==> src/lsr_defines.svh <==
// Offsets, field positions, reset values and timing counts of the loop status bank.
// Assumes an APB master with 32-bit data; each register index is one aligned word.
`ifndef LSR_DEFINES_SVH
`define LSR_DEFINES_SVH

// Register indices; the byte address is four times the index.
`define LSR_IDX_REF_STATE    10'h082
`define LSR_IDX_DAC_AVG      10'h083
`define LSR_IDX_DAC_CUR      10'h084
`define LSR_IDX_REF_FLAGS    10'h085
`define LSR_IDX_EXIT_INFO    10'h086
`define LSR_IDX_RSVD_A       10'h087
`define LSR_IDX_IRQ_STATUS   10'h088
`define LSR_IDX_IRQ_MASK     10'h089
`define LSR_IDX_CAP_BANK     10'h08C
`define LSR_IDX_ERR_LOW      10'h08D
`define LSR_IDX_ERR_HIGH     10'h08E
`define LSR_IDX_TUNE_SYNC    10'h08F
`define LSR_IDX_RSVD_B       10'h090

// Field positions.
`define LSR_POS_PREFERRED    5
`define LSR_POS_ACTIVE       3
`define LSR_POS_CMP          7
`define LSR_POS_ACTIVE_LOS   3
`define LSR_POS_REF_FAST     2
`define LSR_POS_ADC_FAST     1
`define LSR_POS_ADC_OOR      0
`define LSR_POS_EXIT_PHASE   3
`define LSR_POS_BUSY         7
`define LSR_POS_SIGN         6
`define LSR_POS_TUNE_STATE   4

// Interrupt event bits.
`define LSR_EV_ACTIVE_LOS    0
`define LSR_EV_TUNE_DONE     1
`define LSR_EV_HOLDOVER      2
`define LSR_EV_LOCKED        3
`define LSR_EV_ADC_OOR       4
`define LSR_EV_WIDTH         5

// Reset values.
`define LSR_RST_BYTE         8'h00
`define LSR_RST_WORD         32'h0000_0000
`define LSR_RST_EVENTS       5'h00

// Timing counts in clock cycles.
`define LSR_READ_LATENCY     1

`endif

==> src/lsr_pkg.sv <==
// Types shared by the loop status bank and its environment.
// Assumes the loop state machines deliver their status on the bank's own clock.
package lsr_pkg;

    typedef enum logic [2:0] {
        REF_RESET = 3'b000, REF_ACQUIRE = 3'b001, REF_LOCKED = 3'b010,
        REF_INVALID = 3'b011, REF_HOLDOVER = 3'b100, REF_DAC_EXIT = 3'b101
    } lsr_ref_state_t;

    typedef enum logic [3:0] {
        TUNE_IDLE = 4'h0, TUNE_START_A = 4'h1, TUNE_START_B = 4'h2,
        TUNE_RESET_A = 4'h3, TUNE_RESET_B = 4'h4, TUNE_RESET_C = 4'h5,
        TUNE_MEASURE = 4'h6, TUNE_WAIT_A = 4'h7, TUNE_WAIT_B = 4'h8,
        TUNE_UPDATE = 4'h9, TUNE_ROUND = 4'hA, TUNE_FINISH = 4'hB
    } lsr_tune_state_t;

    typedef enum logic [3:0] {
        SYNC_IDLE = 4'h0, SYNC_UP_A = 4'h4, SYNC_UP_B = 4'h6,
        SYNC_SEND = 4'h7, SYNC_DOWN_A = 4'hE, SYNC_DOWN_B = 4'hC
    } lsr_sync_state_t;

    typedef enum logic [1:0] {
        APB_IDLE = 2'b01, APB_ACCESS = 2'b10
    } lsr_apb_state_t;

    typedef struct packed {
        logic [1:0]     preferred;
        logic [1:0]     active;
        lsr_ref_state_t state;
        logic [6:0]     dac_avg;
        logic           cmp;
        logic [6:0]     dac_cur;
        logic           active_los;
        logic           ref_fast;
        logic           adc_fast;
        logic           adc_oor;
        logic [1:0]     exit_phase;
    } lsr_ref_stat_t;

    typedef struct packed {
        logic            busy;
        logic [7:0]      bank;
        logic            err_neg;
        logic [13:0]     err_mag;
        lsr_tune_state_t tune_state;
        lsr_sync_state_t sync_state;
    } lsr_syn_stat_t;

endpackage

==> src/lsr_loop_status.sv <==
// Read-only status bank of the reference and synthesis loops, with an event interrupt.
// Assumes the status inputs come from logic on CLK_I and an APB master on the same clock.
//
// Overview of operation
// - Reference loop state in three-bit field.
// - Report preferred reference under automatic switching.
// - Report index of reference currently used.
// - Averaged and current DAC codes, comparator bit.
// - Flag loss of signal on active reference.
// - Flag any reference faster than crystal.
// - Holdover ADC acquiring or tuning moving fast.
// - Holdover ADC tuning voltage range flag.
// - Report holdover exit sequence phase.
// - Load capacitor bank at done; busy flag.
// - Fourteen-bit tuning error split, with sign.
// - Autotune state in four-bit field.
// - Divider sync state in four-bit field.
`timescale 1ns/10ps
`include "lsr_defines.svh"

module lsr_loop_status
    import lsr_pkg::*;
(
    // Clock and reset.
    input  wire logic          CLK_I,
    input  wire logic          RST_B_I,
    // APB slave.
    input  wire logic          PSEL_I,
    input  wire logic          PENABLE_I,
    input  wire logic          PWRITE_I,
    input  wire logic [11:0]   PADDR_I,
    input  wire logic [31:0]   PWDATA_I,
    output logic      [31:0]   PRDATA_O,
    output logic               PREADY_O,
    output logic               PSLVERR_O,
    // Loop status.
    input  wire lsr_ref_stat_t REF_STAT_I,
    input  wire lsr_syn_stat_t SYN_STAT_I,
    // Interrupt.
    output logic               IRQ_O
);

    lsr_apb_state_t          apb_q;
    lsr_apb_state_t          apb_d;
    lsr_ref_stat_t           ref_q;
    lsr_syn_stat_t           syn_q;
    logic [7:0]              bank_q;
    logic [`LSR_EV_WIDTH-1:0] sts_q;
    logic [`LSR_EV_WIDTH-1:0] sts_d;
    logic [`LSR_EV_WIDTH-1:0] mask_q;
    logic [`LSR_EV_WIDTH-1:0] events;
    logic [`LSR_EV_WIDTH-1:0] clr;
    logic [31:0]             rdata_d;
    logic [31:0]             rdata_q;
    logic                    err_d;
    logic                    err_q;
    logic                    ready_q;
    logic                    irq_q;
    logic [7:0]              r_state;
    logic [7:0]              r_dac_avg;
    logic [7:0]              r_dac_cur;
    logic [7:0]              r_flags;
    logic [7:0]              r_exit;
    logic [7:0]              r_err_low;
    logic [7:0]              r_err_high;
    logic [7:0]              r_tune_sync;
    logic [9:0]              idx;
    logic                    setup;
    logic                    done;
    logic                    wr_done;

    function automatic logic hit(input logic [9:0] a, input logic [9:0] r);
        hit = (a == r);
    endfunction

    assign idx     = PADDR_I[11:2];
    assign setup   = PSEL_I & ~PENABLE_I;
    assign done    = (apb_q == APB_ACCESS) & PSEL_I & PENABLE_I & ready_q;
    assign wr_done = done & PWRITE_I;

    // Register images; reserved bits are tied low here so no read can leak state.
    assign r_state     = {1'b0, ref_q.preferred, ref_q.active, ref_q.state};
    assign r_dac_avg   = {1'b0, ref_q.dac_avg};
    assign r_dac_cur   = {ref_q.cmp, ref_q.dac_cur};
    assign r_flags     = {4'h0, ref_q.active_los, ref_q.ref_fast,
                          ref_q.adc_fast, ref_q.adc_oor};
    assign r_exit      = {3'b000, ref_q.exit_phase, 3'b000};
    assign r_err_low   = syn_q.err_mag[7:0];
    assign r_err_high  = {syn_q.busy, syn_q.err_neg, syn_q.err_mag[13:8]};
    assign r_tune_sync = {syn_q.tune_state, syn_q.sync_state};

    // Read data is chosen during setup so the access phase never waits.
    always_comb begin
        rdata_d = `LSR_RST_WORD;
        err_d   = 1'b0;
        if (hit(idx, `LSR_IDX_REF_STATE)) begin
            rdata_d = {24'h000000, r_state};
        end else if (hit(idx, `LSR_IDX_DAC_AVG)) begin
            rdata_d = {24'h000000, r_dac_avg};
        end else if (hit(idx, `LSR_IDX_DAC_CUR)) begin
            rdata_d = {24'h000000, r_dac_cur};
        end else if (hit(idx, `LSR_IDX_REF_FLAGS)) begin
            rdata_d = {24'h000000, r_flags};
        end else if (hit(idx, `LSR_IDX_EXIT_INFO)) begin
            rdata_d = {24'h000000, r_exit};
        end else if (hit(idx, `LSR_IDX_RSVD_A) || hit(idx, `LSR_IDX_RSVD_B)) begin
            rdata_d = `LSR_RST_WORD;
        end else if (hit(idx, `LSR_IDX_IRQ_STATUS)) begin
            rdata_d = {27'h0000000, sts_q};
        end else if (hit(idx, `LSR_IDX_IRQ_MASK)) begin
            rdata_d = {27'h0000000, mask_q};
        end else if (hit(idx, `LSR_IDX_CAP_BANK)) begin
            rdata_d = {24'h000000, bank_q};
        end else if (hit(idx, `LSR_IDX_ERR_LOW)) begin
            rdata_d = {24'h000000, r_err_low};
        end else if (hit(idx, `LSR_IDX_ERR_HIGH)) begin
            rdata_d = {24'h000000, r_err_high};
        end else if (hit(idx, `LSR_IDX_TUNE_SYNC)) begin
            rdata_d = {24'h000000, r_tune_sync};
        end else begin
            err_d = 1'b1;
        end
    end

    always_comb begin
        apb_d = apb_q;
        case (apb_q)
            APB_IDLE: begin
                if (setup) begin
                    apb_d = APB_ACCESS;
                end
            end
            APB_ACCESS: begin
                if (done) begin
                    apb_d = APB_IDLE;
                end
            end
            default: begin
                apb_d = APB_IDLE;
            end
        endcase
    end

    always_ff @(posedge CLK_I) begin
        if (!RST_B_I) begin
            apb_q   <= APB_IDLE;
            ready_q <= 1'b0;
            rdata_q <= `LSR_RST_WORD;
            err_q   <= 1'b0;
        end else begin
            apb_q   <= apb_d;
            ready_q <= setup;
            rdata_q <= setup ? rdata_d : `LSR_RST_WORD;
            err_q   <= setup & err_d;
        end
    end

    // Status snapshot; the capacitor bank only moves when an autotune finishes.
    always_ff @(posedge CLK_I) begin
        if (!RST_B_I) begin
            ref_q  <= '0;
            syn_q  <= '0;
            bank_q <= `LSR_RST_BYTE;
        end else begin
            ref_q  <= REF_STAT_I;
            syn_q  <= SYN_STAT_I;
            if (syn_q.busy && !SYN_STAT_I.busy) begin
                bank_q <= SYN_STAT_I.bank;
            end
        end
    end

    // Events are edges seen against the snapshot; a set in the clearing cycle wins.
    assign events[`LSR_EV_ACTIVE_LOS] = REF_STAT_I.active_los & ~ref_q.active_los;
    assign events[`LSR_EV_TUNE_DONE]  = syn_q.busy & ~SYN_STAT_I.busy;
    assign events[`LSR_EV_HOLDOVER]   = (REF_STAT_I.state == REF_HOLDOVER) &
                                        (ref_q.state != REF_HOLDOVER);
    assign events[`LSR_EV_LOCKED]     = (REF_STAT_I.state == REF_LOCKED) &
                                        (ref_q.state != REF_LOCKED);
    assign events[`LSR_EV_ADC_OOR]    = REF_STAT_I.adc_oor & ~ref_q.adc_oor;
    assign clr   = (wr_done && hit(idx, `LSR_IDX_IRQ_STATUS)) ?
                   PWDATA_I[`LSR_EV_WIDTH-1:0] : `LSR_RST_EVENTS;
    assign sts_d = (sts_q & ~clr) | events;

    // Only the interrupt registers accept writes; every status register ignores them.
    always_ff @(posedge CLK_I) begin
        if (!RST_B_I) begin
            sts_q  <= `LSR_RST_EVENTS;
            mask_q <= `LSR_RST_EVENTS;
            irq_q  <= 1'b0;
        end else begin
            sts_q <= sts_d;
            irq_q <= |(sts_d & (wr_done && hit(idx, `LSR_IDX_IRQ_MASK) ?
                     PWDATA_I[`LSR_EV_WIDTH-1:0] : mask_q));
            if (wr_done && hit(idx, `LSR_IDX_IRQ_MASK)) begin
                mask_q <= PWDATA_I[`LSR_EV_WIDTH-1:0];
            end
        end
    end

    assign PRDATA_O  = rdata_q;
    assign PREADY_O  = ready_q;
    assign PSLVERR_O = err_q;
    assign IRQ_O     = irq_q;

    logic rd_setup;
    assign rd_setup = setup & ~PWRITE_I;
endmodule

==> config.mk <==
export PLATFORM = sky130hd
export DESIGN_NAME = lsr_loop_status
export DESIGN_NICKNAME = d
export VERILOG_FILES = /design/src/lsr_pkg.sv /design/src/lsr_loop_status.sv
export VERILOG_INCLUDE_DIRS = /design/src /design/src/src
export SDC_FILE = /design/constraint.sdc
export NUM_CORES = 1
export LEC_CHECK = 0
export BUFFER_PORTS_ARGS = -buffer_cell sky130_fd_sc_hd__buf_2
export CORE_UTILIZATION = 52
export CTS_CLUSTER_SIZE = 10
export DETAILED_ROUTE_END_ITERATION = 10
export GPL_TIMING_DRIVEN = 0
export PLACE_DENSITY = 0.91
export SETUP_SLACK_MARGIN = 0.3
export SYNTH_ARGS = -nofsm -noshare
export SYNTH_HDL_FRONTEND = slang
export SYNTH_SLANG_ARGS = --single-unit
==> constraint.sdc <==
create_clock -name CLK_I -period 4.5 [get_ports CLK_I]
set_input_delay 0.675 -clock CLK_I [delete_from_list [all_inputs] [get_ports CLK_I]]
set_output_delay 0.675 -clock CLK_I [all_outputs]
set_load 0.01 [all_outputs]
---- After elaboration in Yosys (flattened, before gate mapping) ----
Index checks and enable logic that the tools add are counted.
cells by class
  muxes and demuxes ....................... 29
  reductions and logical operators ........ 10
  eq/ne operators ......................... 21
  bitwise operators ....................... 21
operators with widths
  operator             count
  $eq 10x8->1 const B  13
  $mux 8               10
  $mux 7               2
  $reduce_or 13->1     1
  $mux 1               12
  $and 1x1->1          11
  $and 5x5->5          2
  $mux 5               2
  $not 1->1            6
  $not 5->5            1
  $or 5x5->5           1
  $reduce_or 5->1      1
  $mux 2               2
  $ne 2x2->1 const B   2
  $pmux 2 s2           1
  $reduce_and 2->1     2
  $reduce_or 4->1      1
  $eq 3x2->1 const B   1
  $eq 3x3->1 const B   1
  $logic_and 1x1->1    3
  $ne 3x2->1 const B   1
  $ne 3x3->1 const B   1
  $eq 2x1->1 const B   1
  $eq 2x2->1 const B   1
  2 further kinds      2
storage, ports and cells
  input port bits ......................... 109
  register bits after elaboration ......... 107
  output and inout port bits .............. 35
  logic and storage cells ................. 107

---- Depth between registers and ports, before layout ----
  word-level depth ........................ 14
  mapped depth ............................ 7
  depth with buffers taken out ............ 5

---- Worst setup path before layout ----
OpenSTA, ideal clock, no wires.
  kind .................................... input to register
  from .................................... input port PADDR_I[6]
  to ...................................... register irq_q (netlist: IRQ_O)
  buffers on the path ..................... 0
  library setup time ...................... 0.133 ns
  slack ................................... 2.057 ns
  data required time ...................... 4.367 ns
  arrival time ............................ 2.311 ns
  stages on the path ...................... 5
  cell sequence ........................... or4b_4 nor4_4 mux2_2 a22oi_2 a41oi_2
on the way
  longest elaborated chain between the ends .. 8
  elaborated cells on any way between the ends .. 11
  those cells by class .................... eq/ne: 2; mux: 2; bitwise: 4; reduce/logical: 3
RTL lines
  item                     line                    source
  from (decl)              lsr_loop_status.sv:31   input wire logic [11:0] PADDR_I,
  $eq 10x8->1              lsr_loop_status.sv:73   hit = (a == r);
  $logic_and 1x1->1        lsr_loop_status.sv:181  assign clr = (wr_done && hit(idx, `LSR_IDX_IRQ_STATUS)) ?
  $mux 5 (no source line)  n/a
  $not 5->5                lsr_loop_status.sv:183  assign sts_d = (sts_q & ~clr) | events;
  $and 5x5->5              lsr_loop_status.sv:183
  $or 5x5->5               lsr_loop_status.sv:183
  $and 5x5->5 (*)          lsr_loop_status.sv:193  irq_q <= |(sts_d & (wr_done && hit(idx, `LSR_IDX_IRQ_MASK) ?
  $reduce_or 5->1 (*)      lsr_loop_status.sv:193
  to (signal assigned)     lsr_loop_status.sv:193
  to (decl)                lsr_loop_status.sv:58   logic irq_q;
Every way passes the cells marked *; elsewhere a longest branch is shown, timed or not.
A chain may end at the register's enable or synchronous reset.

---- Final worst setup path ----
  from .................................... input port PADDR_I[2]
  to ...................................... register rdata_q[5] (netlist: PRDATA_O[5])
on the way
  longest elaborated chain between the ends .. 13
  elaborated cells on any way between the ends .. 26
  those cells by class .................... eq/ne: 13; mux: 12; reduce/logical: 1
RTL lines
  item                  line                    source
  $eq 10x8->1           lsr_loop_status.sv:73
  $mux 8                lsr_loop_status.sv:118  end else if (hit(idx, `LSR_IDX_TUNE_SYNC)) begin
  $mux 8                lsr_loop_status.sv:116  end else if (hit(idx, `LSR_IDX_ERR_HIGH)) begin
  $mux 8                lsr_loop_status.sv:114  end else if (hit(idx, `LSR_IDX_ERR_LOW)) begin
  $mux 8                lsr_loop_status.sv:112  end else if (hit(idx, `LSR_IDX_CAP_BANK)) begin
  $mux 8                lsr_loop_status.sv:110  end else if (hit(idx, `LSR_IDX_IRQ_MASK)) begin
  $mux 8                lsr_loop_status.sv:108  end else if (hit(idx, `LSR_IDX_IRQ_STATUS)) begin
  $mux 8                lsr_loop_status.sv:106  end else if (hit(idx, `LSR_IDX_RSVD_A) || hit(idx, `LSR_IDX_RSVD_B)) begin
  $mux 8                lsr_loop_status.sv:104  end else if (hit(idx, `LSR_IDX_EXIT_INFO)) begin
  $mux 8                lsr_loop_status.sv:102  end else if (hit(idx, `LSR_IDX_REF_FLAGS)) begin
  $mux 8                lsr_loop_status.sv:100  end else if (hit(idx, `LSR_IDX_DAC_CUR)) begin
  $mux 7                lsr_loop_status.sv:98   end else if (hit(idx, `LSR_IDX_DAC_AVG)) begin
  $mux 7 (*)            lsr_loop_status.sv:96   if (hit(idx, `LSR_IDX_REF_STATE)) begin
  to (signal assigned)  lsr_loop_status.sv:148  rdata_q <= `LSR_RST_WORD;
  to (signal assigned)  lsr_loop_status.sv:153  rdata_q <= setup ? rdata_d : `LSR_RST_WORD;
  to (decl)             lsr_loop_status.sv:54   logic [31:0] rdata_q;
Marks and branches as above.

==> impl_results.md <==
* RR Endpoint: IRQ_O
* Clock sink count at 83
* RSZ-0062 raised after global routing: no
* Final slew viol count at 0
* Worst hold start: bank_q[7]
* Clock Latency Late Sink at 360 ps
* Worst rel slew slack at 42.50%
* Row Count at 29
* First-pass GRT wire length at 14550 µm
* #FFs+latches synth at 83
* Gate Count Post-Synth at 372
* Most used routing layer: met2
* Hold Crit Depth at 2
* Buffers on Ports at 88
* Drt drc at 0
* Depth of the CTS H-tree at 3
* Hold Path Class: flop to flop
* Largest family of logic cells by synthesized area: simple AND/OR/NAND/NOR gates
* Setup violations, final at 0
* Most common cell after layout, fill and taps aside: buf_2
* Hold Path End: bank_q[7]
* Grt met3 use at 6.907%
* Initial Utilization at 55.38%
* Post-CTS Resized at 0
* Post-route setup TNS at 0 ps
* Post-DRT Antenna Nets at 0
* Fin nets at 603
* Worst-Margin Slew at 840.8 ps
* Post-Synth Simple-Gate Area at 25.15%
* TritonCTS clock tree: built
* FF-to-FF setup slack at 2500 ps
* Avg WL per Cell at 15.41 µm
* Die H at 85.17 µm
* FFs w/ async S/R, synth at 0%
* Via-per-instance ratio at 5.403
* Most frequent cells in the layout: buf_2, dfxtp_1, and2_1
* CP Capture Type: flop
* Number of synthesized flops with an enable pin at 0
* Multiplexer area fraction after synthesis at 7.200%
* Synth warn at 0
* Met1 GRT Util at 32.06%
* Syn avg cell area at 9.670 µm²
* First-pass DRT Iterations at 5
* Worst IR Drop VDD at 0.0002172 V
* Drt initial violations at 163
* CP max FO at 10
* Max_cap viols at 0
* CTS Hold Buffers Added at 0
* GR Util All Layers at 26.57%
* Antenna violations before repair at 0
* Minimum clock period at 2523 ps
* Via count at 3112
* Layout cells sized above 1 at 32.67%
* Met2 GRT Util at 44.35%
* Tcrit/Tclk final at 56.07%
* Adder-cell share of the synthesized area at 0%
* Reg2Reg Depth at 5
* Die width at 85.17 µm
* CTS buffer count at 9
* Routability cong. at 0.8922
* Max Fclk at 396.3 MHz
* Status: completed
* HPWL after DPL at 6705 µm
* Synth unique cells at 63
* Register area share after synthesis at 46.19%
* Post-synth top flop: dfxtp_1
* Vias in the first global route at 3086
* Worst R2R Start: apb_q[0]
* CP Class: primary input to flop
* Endpoints failing hold at 0
* CTS Buffer Depth at 2
* CP Data Arrival Time at 2810 ps
* Synthesized area at 3597 µm²
* XOR/XNOR Fraction of Synth Area at 0%
* Skew final at 5.711 ps
* Final Power at 1.603 mW
* Die area at 7254 µm²
* Post-Route WL at 8875 µm
* WP data required at 4780 ps
* Core area at 6495 µm²
* Clock Pin Slew Worst Setup and Hold Paths at 90 ps
* Largest net degree at the start of global routing at 15
* Synth Area in Compound Gates at 13.36%
* Area Overhead vs Synth at 24.24%
* Global route overflow at 0
* Root buffer cell: clkbuf_8
* Post-CTS Setup Bufs at 0
* # IOs at 144
* Leakage power at 1.976 nW
* PwrDens at 358.7 nW/µm²
* Critical Path Start Type: primary input
* ANT cells at 0
## power breakdown
group / switching [mW] / total [mW] / internal, mW
Combinational: 0.0828 / 0.164 / 0.0817
Sequential: 0.0123 / 0.778 / 0.765
Clock: 0.276 / 0.661 / 0.385
## stage by stage
step | util [%] | setup WS, ps | cell area [µm²] | hold slack [ps] | instances
after global placement | 64.98 | 1707 | 4220 | 439.9 | 560
after global routing | 68.81 | 1879 | 4469 | 490.0 | 576
after floorplan | - | 2057 | 3684 | 433.4 | 395
final | 68.81 | 1977 | 4469 | 460.5 | 576
after CTS | 68.81 | 2064 | 4469 | 458.8 | 576
after detailed placement | 64.98 | 1684 | 4220 | 447.0 | 560
## worst max-delay path, cell delays in order
cell	delay [ps]
buf_2	110
buf_4	200
buf_1	590
mux2i_1	160
a2111oi_0	800
a21oi_1	90
a21oi_1	170
## routing by layer
layer  wire length [µm]  vias up
li1                   -     1489
met1               3657     1426
met2               4251      169
met3                684       28
met4                281        0
met5                  0        -
## cell usage after synthesis, drive strengths merged, types with 5 or more instances
cell type,instances,share of area [%]
and2,60,11
mux2,13,4.1
o22ai,5,0.87
mux2i,9,2.5
nor2,16,1.7
a21oi,21,2.9
nand2,30,3.1
clkbuf,13,1.4
nor3,6,0.83
inv,5,0.52
buf,29,5.8
o21ai,9,1.4
a22oi,7,1.6
dfxtp,83,46
a31oi,5,0.87
nor2b,5,0.87
## worst max path at each step
stage                     slack [ps]  depth (start not counted)       start           to
after global routing            1880                          6  PADDR_I[7]  PRDATA_O[5]
after CTS                       2060                          6  PADDR_I[6]        IRQ_O
after floorplan                 2060                          5  PADDR_I[6]        IRQ_O
after detailed placement        1680                          6  PADDR_I[6]        IRQ_O
after global placement          1710                          6  PADDR_I[6]        IRQ_O
final                           1980                          7  PADDR_I[2]  PRDATA_O[5]
## kinds of logic (layout without fill, tap and decap cells)
logic type / after synthesis / count (layout)
mux: 23 / 23
other cells: 1 / 24
flops: 83 / 83
simple gates: 147 / 147
buf+inv: 48 / 152
compound gates: 70 / 70
## sequential cells by signal, indices dropped and copies added (netlist names), 7 cells and up
register,flops
r_err_high,8
r_dac_cur,8
bank_q,8
r_state,7
r_err_low,8
r_dac_avg,7
PRDATA_O,8
r_tune_sync,8
## area by class of cell
class | instances | area, µm²
Buffer | 43 | 269.0
Multi-Input combinational cell | 264 | 1734
Tap cell | 77 | 96.34
Timing Repair Buffer | 88 | 440.4
Fill cell | 523 | 2026
Clock inverter | 6 | 111.4
Sequential cell | 83 | 1662
Clock buffer | 10 | 137.6
Inverter | 5 | 18.77
(Power assumes the default switching activity.)
